**src/epawk_pkg.sv**
```systemverilog
// Package: register map and reset values for the eight-bit port
package epawk_pkg;
  localparam int          EPAWK_WIDTH     = 8;
  localparam int          EPAWK_ADDR_W    = 12;
  localparam logic [11:0] EPAWK_OFS_LATCH = 12'h004;
  localparam logic [11:0] EPAWK_OFS_PRD   = 12'h011;
  localparam logic [11:0] EPAWK_OFS_DIR   = 12'hF1E;
  localparam logic [11:0] EPAWK_OFS_PU    = 12'hF2B;
  localparam logic [11:0] EPAWK_OFS_FUNC  = 12'hF38;
  localparam logic [7:0]  EPAWK_RST_LATCH = 8'h00;
  localparam logic [7:0]  EPAWK_RST_DIR   = 8'h00;
  localparam logic [7:0]  EPAWK_RST_PU    = 8'h00;
  localparam logic [7:0]  EPAWK_RST_FUNC  = 8'h00;
  localparam logic [7:0]  EPAWK_RST_ZERO  = 8'h00;
endpackage : epawk_pkg

```
**src/epawk_port.sv**
```systemverilog
// Eight-bit GPIO port with analog and key wakeup routing
// Contract
// - Eight pins, direction bit each, reset input
// - Output latch drives pin level in output
// - Function bit routes pin to analog channel
// - Pull-up only when wakeup or plain input
// - Readback gives pin level, else zero
// - Wakeup works without setting direction bit
// - Wakeup works without setting function bit
//
// Chosen here: the address-and-strobe port.
`timescale 1ns/1ps
module epawk_port
  import epawk_pkg::*;
#(
  parameter int W = EPAWK_WIDTH
) (
  // Clock and reset
  input  wire logic                    clk,
  input  wire logic                    resetn,
  // Register port
  input  wire logic [EPAWK_ADDR_W-1:0] reg_addr,
  input  wire logic [7:0]              reg_wdata,
  input  wire logic                    reg_wr,
  input  wire logic                    reg_rd,
  output logic      [7:0]              reg_rdata,
  // Pins
  input  wire logic [W-1:0]            pin_in,
  output logic      [W-1:0]            pin_out,
  output logic      [W-1:0]            pin_oe,
  output logic      [W-1:0]            pullup_en,
  // Wakeup enables from the wakeup controller, per pin
  input  wire logic [W-1:0]            key_wakeup_enable_bit,
  // Toward converter and wakeup controller
  output logic      [W-1:0]            analog_input_channel,
  output logic      [W-1:0]            key_wakeup_input
);
  // ----------------------------------------------------------------
  // Reset release
  // ----------------------------------------------------------------
  logic rst_s1_r;
  logic rst_n_r;

  // Assert at once, release on the clock so no flop sees a runt edge
  always_ff @(posedge clk or negedge resetn) begin
    if (!resetn) begin
      rst_s1_r <= 1'b0;
      rst_n_r  <= 1'b0;
    end else begin
      rst_s1_r <= 1'b1;
      rst_n_r  <= rst_s1_r;
    end
  end

  // ----------------------------------------------------------------
  // Registers
  // ----------------------------------------------------------------
  logic [W-1:0] port_output_latch_r;
  logic [W-1:0] port_direction_control_r;
  logic [W-1:0] port_pullup_control_r;
  logic [W-1:0] port_function_select_r;
  logic [W-1:0] pin_level;
  logic [W-1:0] port_pin_readback;
  logic         wr_latch;
  logic         wr_dir;
  logic         wr_pu;
  logic         wr_func;

  // Readback and unmapped offsets decode to no write at all
  assign wr_latch = reg_wr && (reg_addr == EPAWK_OFS_LATCH);
  assign wr_dir   = reg_wr && (reg_addr == EPAWK_OFS_DIR);
  assign wr_pu    = reg_wr && (reg_addr == EPAWK_OFS_PU);
  assign wr_func  = reg_wr && (reg_addr == EPAWK_OFS_FUNC);

  // Latch is written regardless of mode, so it is never lost
  always_ff @(posedge clk or negedge rst_n_r) begin
    if (!rst_n_r) begin
      port_output_latch_r <= EPAWK_RST_LATCH;
    end else if (wr_latch) begin
      port_output_latch_r <= reg_wdata[W-1:0];
    end
  end

  always_ff @(posedge clk or negedge rst_n_r) begin
    if (!rst_n_r) begin
      port_direction_control_r <= EPAWK_RST_DIR;
    end else if (wr_dir) begin
      port_direction_control_r <= reg_wdata[W-1:0];
    end
  end

  always_ff @(posedge clk or negedge rst_n_r) begin
    if (!rst_n_r) begin
      port_pullup_control_r <= EPAWK_RST_PU;
    end else if (wr_pu) begin
      port_pullup_control_r <= reg_wdata[W-1:0];
    end
  end

  always_ff @(posedge clk or negedge rst_n_r) begin
    if (!rst_n_r) begin
      port_function_select_r <= EPAWK_RST_FUNC;
    end else if (wr_func) begin
      port_function_select_r <= reg_wdata[W-1:0];
    end
  end

  // ----------------------------------------------------------------
  // Pin input path
  // ----------------------------------------------------------------
  epawk_sync #(
    .W (W)
  ) u_sync (
    .clk   (clk),
    .rst_n (rst_n_r),
    .d     (pin_in),
    .q     (pin_level)
  );

  // ----------------------------------------------------------------
  // Pin mode decode
  // ----------------------------------------------------------------
  logic [W-1:0] plain_input;
  logic [W-1:0] pin_oe_nxt;
  logic [W-1:0] pullup_en_nxt;
  logic [W-1:0] key_wakeup_input_nxt;

  // Plain input: neither output mode nor analog route selected
  assign plain_input       = ~port_direction_control_r & ~port_function_select_r;
  assign port_pin_readback = pin_level & plain_input;

  // Wakeup overrides the direction bit, so a key is never fought
  always_comb begin
    pin_oe_nxt = port_direction_control_r & ~port_function_select_r
                 & ~key_wakeup_enable_bit;
  end

  // Stored pull-up bits only reach the pad in the allowed modes
  always_comb begin
    pullup_en_nxt = port_pullup_control_r
                    & (key_wakeup_enable_bit | plain_input);
  end

  // Wakeup sees the filtered pin regardless of direction or function
  always_comb begin
    key_wakeup_input_nxt = pin_level & key_wakeup_enable_bit;
  end

  // ----------------------------------------------------------------
  // Read data select
  // ----------------------------------------------------------------
  logic [7:0] reg_rdata_nxt;

  // Zero outside the answer cycle keeps a shared read mux simple
  always_comb begin
    reg_rdata_nxt = EPAWK_RST_ZERO;
    if (reg_rd) begin
      case (reg_addr)
        EPAWK_OFS_LATCH: reg_rdata_nxt = port_output_latch_r;
        EPAWK_OFS_PRD:   reg_rdata_nxt = port_pin_readback;
        EPAWK_OFS_DIR:   reg_rdata_nxt = port_direction_control_r;
        EPAWK_OFS_PU:    reg_rdata_nxt = port_pullup_control_r;
        EPAWK_OFS_FUNC:  reg_rdata_nxt = port_function_select_r;
        default:         reg_rdata_nxt = EPAWK_RST_ZERO;
      endcase
    end
  end

  // ----------------------------------------------------------------
  // Read port
  // ----------------------------------------------------------------
  always_ff @(posedge clk or negedge rst_n_r) begin
    if (!rst_n_r) begin
      reg_rdata <= EPAWK_RST_ZERO;
    end else begin
      reg_rdata <= reg_rdata_nxt;
    end
  end

  // ----------------------------------------------------------------
  // Pin drive and routing
  // ----------------------------------------------------------------
  // Analog select or wakeup overrides output drive so the pin floats
  always_ff @(posedge clk or negedge rst_n_r) begin
    if (!rst_n_r) begin
      pin_oe <= '0;
    end else begin
      pin_oe <= pin_oe_nxt;
    end
  end

  // Latch shows even while undriven; the pad ignores it until enabled
  always_ff @(posedge clk or negedge rst_n_r) begin
    if (!rst_n_r) begin
      pin_out <= '0;
    end else begin
      pin_out <= port_output_latch_r;
    end
  end

  always_ff @(posedge clk or negedge rst_n_r) begin
    if (!rst_n_r) begin
      pullup_en <= '0;
    end else begin
      pullup_en <= pullup_en_nxt;
    end
  end

  always_ff @(posedge clk or negedge rst_n_r) begin
    if (!rst_n_r) begin
      analog_input_channel <= '0;
    end else begin
      analog_input_channel <= port_function_select_r;
    end
  end

  always_ff @(posedge clk or negedge rst_n_r) begin
    if (!rst_n_r) begin
      key_wakeup_input <= '0;
    end else begin
      key_wakeup_input <= key_wakeup_input_nxt;
    end
  end
endmodule : epawk_port

```
**src/epawk_sync.sv**
```systemverilog
// Three-stage pin synchroniser with agreement filter
`timescale 1ns/1ps
module epawk_sync #(
  parameter int W = 8
) (
  // Clock and reset
  input  wire logic         clk,
  input  wire logic         rst_n,
  // Data
  input  wire logic [W-1:0] d,
  output logic      [W-1:0] q
);
  logic [W-1:0] s1_r;
  logic [W-1:0] s2_r;
  logic [W-1:0] s3_r;

  always_ff @(posedge clk or negedge rst_n) begin
    if (!rst_n) begin
      s1_r <= '0;
      s2_r <= '0;
      s3_r <= '0;
    end else begin
      s1_r <= d;
      s2_r <= s1_r;
      s3_r <= s2_r;
    end
  end

  // Accept a new level only once stages two and three agree
  always_ff @(posedge clk or negedge rst_n) begin
    if (!rst_n) begin
      q <= '0;
    end else begin
      for (int i = 0; i < W; i++) begin
        if (s2_r[i] == s3_r[i]) begin
          q[i] <= s3_r[i];
        end
      end
    end
  end
endmodule : epawk_sync
```
**config.mk**
```make
export PLATFORM = sky130hd
export DESIGN_NAME = epawk_port
export DESIGN_NICKNAME = d
export VERILOG_FILES = /design/src/epawk_pkg.sv /design/src/epawk_port.sv /design/src/epawk_sync.sv
export SDC_FILE = /design/constraint.sdc
export NUM_CORES = 1
export LEC_CHECK = 0
export ABC_AREA = 1
export BUFFER_PORTS_ARGS = -buffer_cell sky130_fd_sc_hd__clkbuf_2
export CAP_MARGIN = 25
export CORE_AREA = 2 2 116 118
export DETAILED_ROUTE_END_ITERATION = 12
export DIE_AREA = 0 0 118 120
export PLACE_DENSITY_LB_ADDON = 0.1
export SYNTH_ARGS = -nofsm -noshare
export SYNTH_HDL_FRONTEND = slang
export SYNTH_SLANG_ARGS = --single-unit
```
**constraint.sdc**
```tcl
create_clock -name clk -period 4.65 [get_ports clk]
set_clock_uncertainty 0.2 [all_clocks]
set_input_delay 1.395 -clock clk [delete_from_list [all_inputs] [get_ports clk]]
set_output_delay 1.395 -clock clk [all_outputs]
set_load 0.1 [all_outputs]
```
# ---- After elaboration in Yosys (flattened, before gate mapping)
# Index checks and enable logic that the tools add are counted.
dict set report word_totals {
  ff_bits 114
  output_inout_bits 48
  elab_cells 52
  inputBits 40
}
dict set report classes {
  reduce_logical 4
  bitwise 10
  n_eq_ne 13
  muxes 2
}
# operator n
set ops {}
lappend ops {{8-bit bitwise AND} 6}
lappend ops {{8-bit case mux with 5 select lines} 1}
lappend ops {{12-bit equality test (second input constant)} 3}
lappend ops {{8-bit inverter} 3}
lappend ops {{12-bit by 3-bit equality test with 1-bit output (second input constant)} 1}
lappend ops {{12-bit by 5-bit equality test with 1-bit output (second input constant)} 1}
lappend ops {{1-bit equality test} 8}
lappend ops {{8-bit two-way mux} 1}
lappend ops {{8-bit bitwise OR} 1}
lappend ops {{1-bit logical AND} 4}

# ---- Logic depth before layout (Yosys ltp)
dict set report depth {
  depth_word 5
  depth_mapped 8
  ltp_nobuf 8
}

# ---- Cells and area by module
# From an unflattened synthesis, not the netlist that was laid out.
dict set report unflattened {
  hier_cells 398
  hier_area_um2 4496.8
}
# module seq_area_each_um2 n_inst area_each_um2 cells_per_inst
set modules_own_cells {}
lappend modules_own_cells {epawk_port 2052.0 1 3565.9 334}
lappend modules_own_cells {epawk_sync 800.8 1 930.9 64}

# ---- Worst setup path before layout
# Ideal clock, no wire load.
dict set report synth_path {
  path_type {input to register}
  from {input port reg_addr[9]}
  to {register reg_rdata[0]}
  cell_stages 7
  t_required_ps 4323
  path_slack_ps 2130
  t_arrival_ps 2193
  n_path_buf 1
  setup_ps 127
  cell_sequence {nand2_2 > nor2_8 > buf_12 > nand3_2 > nand3_2 > o21ai_4 > nor2_2}
}
dict set report synth_between {
  elab_chain_cells 3
  elab_cells_between_ends 7
  cone_classes {eq/ne: 5; mux: 2}
}
# item line_no
set synth_rtl {}
lappend synth_rtl {{start, declared} epawk_port.sv:22} ;# input wire logic [EPAWK_ADDR_W-1:0] reg_addr,
lappend synth_rtl {{12-bit equality test, or another cell as far along} epawk_port.sv:158} ;# case (reg_addr)
lappend synth_rtl {{8-bit case mux with 5 select lines *} epawk_port.sv:158}
lappend synth_rtl {{8-bit two-way mux *} epawk_port.sv:157} ;# if (reg_rd) begin
lappend synth_rtl {{net reg_rdata_nxt[0]} epawk_port.sv:152} ;# logic [7:0] reg_rdata_nxt;
lappend synth_rtl {{end signal, assigned} epawk_port.sv:176} ;# reg_rdata <= reg_rdata_nxt;
lappend synth_rtl {{end, declared} epawk_port.sv:26} ;# output logic [7:0] reg_rdata,
# Mark *: on every way through the listed nets, which the timed path passes. The rest lies on a longest branch.
# A chain may end at the register's enable or synchronous reset.

# ---- Final worst setup path
dict set report layout_path {
  from {register reg_rdata[2]}
  to {output port reg_rdata[2]}
}
# No word-level cell between the ends.

==> flow_summary.yaml <==
run_status:
  outcome: "complete, no violations"
clocking:
  cts_tree: "built"
  postCtsSetupBuffers: 0
  cts_root_buf: "clkbuf_16"
  cts_inserted_buffers: 17
  clk_pin_slew_ns: 0.05
  cts.sinks: 114
  cts_buffer_depth: 2
  clk_latency_ns: 0.40
  postCtsHoldBufs: 0
  cts_htree_levels: 4
  ctsResizeCount: 0
sta:
  whs_ns: 0.115
  drv_slew: 0
  rsz0062_at_grt: "false"
  relSlewSlack_pct: 63.4
  hold_viol: 0
  final.setup.worst_slack_ns: 1.82
  clock.fmax_mhz: 353
  finalCritPeriodShare_pct: 61.0
  setup-violations-final: 0
  final.min_clock_period_ns: 2.83
  worstMarginPinSlew_ns: 0.548
  final.setup.tns_ns: 0
synthesis:
  yosys.area_share.adder_pct: 1.82
  muxShareOfSynthArea_pct: 0
  synth.avg_cell_area_um2: 11.6
  yosys_warnings: 0
  synth-simple-area-share_pct: 21.9
  synth_xor_area_share_pct: 0
  synth_fp_nets: 421
  synth.cell_area_um2: 4410
  synth-compound-area-share_pct: 6.79
  synthCells: 381
  synth.area.top_cells: "dfrtp_1, nand2_1, o21ai_2, nor2_1, nand3_1"
  yosysSeqAreaShare_pct: 64.7
  synth_seq_cells: 114
  netlist.area_leader.share_pct: 64.7
  synth_cell_type_count: 28
  yosysTopAreaCell: "dfrtp_1"
  synth_top_family_by_area: "simple AND/OR/NAND/NOR gates"
worst_setup_path:
  cp.required_ns: 3.05
  crit_buf_inv: 1
  cp_max_fo: 1
  critPathTopFamily: "buffers and inverters"
  setup.worst_path.start_class: "register"
  cp_cell_sequence: "clkbuf_2"
  reg2reg_depth: 5
  critPathLaunch: "reg_rdata[2]"
  r2r-start: "port_function_select_r[6]"
  worstPathArrival_ns: 1.24
  r2r_setup_slack_ns: 3.30
  cp-end-kind: "output port"
  r2r-end: "reg_rdata[6]"
  cpMaxStageDelayCell: "clkbuf_2"
  cpPeakStageDelay_ns: 0.47
  worstSetupPathType: "reg2out"
routing:
  ant_nets: 0
  drtIter0Drc: 187
  drc_errors: 0
  wl_per_cell_um: 14.7
  routed_wl_mm: 9.84
  vias_per_cell: 4.50
  via_count: 3011
  first_pass_iters: 4
pwr:
  p_sw_share_pct: 22.3
  total_power_mw: 2.40
  p_clk_share_pct: 51.0
  cellPowerDensity_nw_per_um2: 431
  max-vdd-ir-drop_v: 0.000183
  power_frac_comb_pct: 5.7
  leakage_nw: 2.77
  intPower_mw: 1.87
  p_switching_uw: 537
  power_frac_seq_pct: 43.3
placement:
  pre_cts_slack_ns: 1.57
  placed_area_um2: 5010
  gp_congestion: 0.816
  port_buffers: 87
  place_hpwl_mm: 6.53
  place_inst: 638
cells_and_area:
  fin_nets: 521
  final_cell_area_um2: 5580
  final_core_util_pct: 43.0
  final_cell_mix: "dfrtp_1, clkbuf_2, nand2_1"
  drive_above_1_share_pct: 33.1
  antenna_cells: 0
  layout.cells.non_filler: 669
  fillers: 1268
  area_growth_pct: 26.7
  final_common_cell: "dfrtp_1"
global_routing:
  antenna_found_initial: 0
  grt_pass1_vias: 3071
  grt_use_total_pct: 15.3
  overflow: 0
  grt_max_degree: 50
  grt_pass1_wl_mm: 16.4
die:
  num_rows: 42
  core_area_um2: 13000
  ios: 88
  die_h_um: 120
  die_w_um: 118
  dieArea_um2: 14200
  start_util_pct: 34.0
flow_run:
  maxCapViolations: 0
hold_path:
  hp-class: "reg2async"
[Yosys cell counts]
cell / number
inv_1: 31
inv_2: 1
buf_12: 2
nand3_2: 2
nor3_1: 3
nor2_1: 36
nand3_4: 2
buf_6: 2
maj3_1: 8
nor2_2: 9
nand4_4: 2
buf_2: 2
nand3_1: 25
nand4_1: 16
nand4_2: 1
buf_4: 2
nor2_8: 2
nand2_1: 54
o21a_1: 3
o21ai_2: 16
nand2_2: 4
o21ai_1: 19
o21ai_0: 5
conb_1: 1
dfrtp_1: 114
nor3b_1: 13
nor2_4: 5
o21ai_4: 1
[cells by family (layout without fill, tap and decap cells)]
kind of cell	count (synthesis)	after routing
and+or+nand+nor	174	174
buffers and inverters	40	152
DFF	114	114
AOI/OAI and AO/OA	44	44
adders and majority gates	8	8
other	1	1
[power by group through the flow]
stage | Sequential (mW) | Combinational, mW | Clock, mW
after CTS | 1.04 | 0.140 | 1.25
final | 1.04 | 0.138 | 1.23
after floorplan | 1.11 | 0.0415 | 0
after global placement | 1.07 | 0.128 | 0
after detailed placement | 1.06 | 0.140 | 0
after global routing | 1.04 | 0.150 | 1.31
[per-layer routing]
| metal | wire [µm] | share of wire, % | up-vias | GRT usage (%) |
|---|---|---|---|---|
| li1 | - | - | 1469 | - |
| met1 | 4830 | 49 | 1439 | 21.3 |
| met2 | 4400 | 45 | 92 | 22.0 |
| met3 | 486 | 4.9 | 11 | 4.47 |
| met4 | 119 | 1.2 | 0 | 7.00 |
| met5 | 0 | 0 | - | 0 |
[worst max path at each step]
| stage | cells after the start | end | slack (ns) |
|---|---|---|---|
| after CTS | 1 | reg_rdata[2] | 1.77 |
| after detailed placement | 7 | port_pullup_control_r[5] | 1.57 |
| after global routing | 1 | reg_rdata[2] | 1.76 |
| final | 1 | reg_rdata[2] | 1.82 |
| after floorplan | 0 | analog_input_channel[0] | 1.04 |
| after global placement | 7 | port_pullup_control_r[2] | 1.59 |
[area by class of cell]
class / instances / area (µm²) / area share, %
Timing Repair Buffer: 89 / 470 / 8.43
Clock buffer: 26 / 519 / 9.30
Tap cell: 176 / 220 / 3.94
Multi-Input combinational cell: 227 / 1350 / 24.1
Inverter: 32 / 120 / 2.15
Clock inverter: 5 / 50.0 / 0.896
Sequential cell: 114 / 2860 / 51.2
No activity file was read; power rests on OpenSTA's default activity.
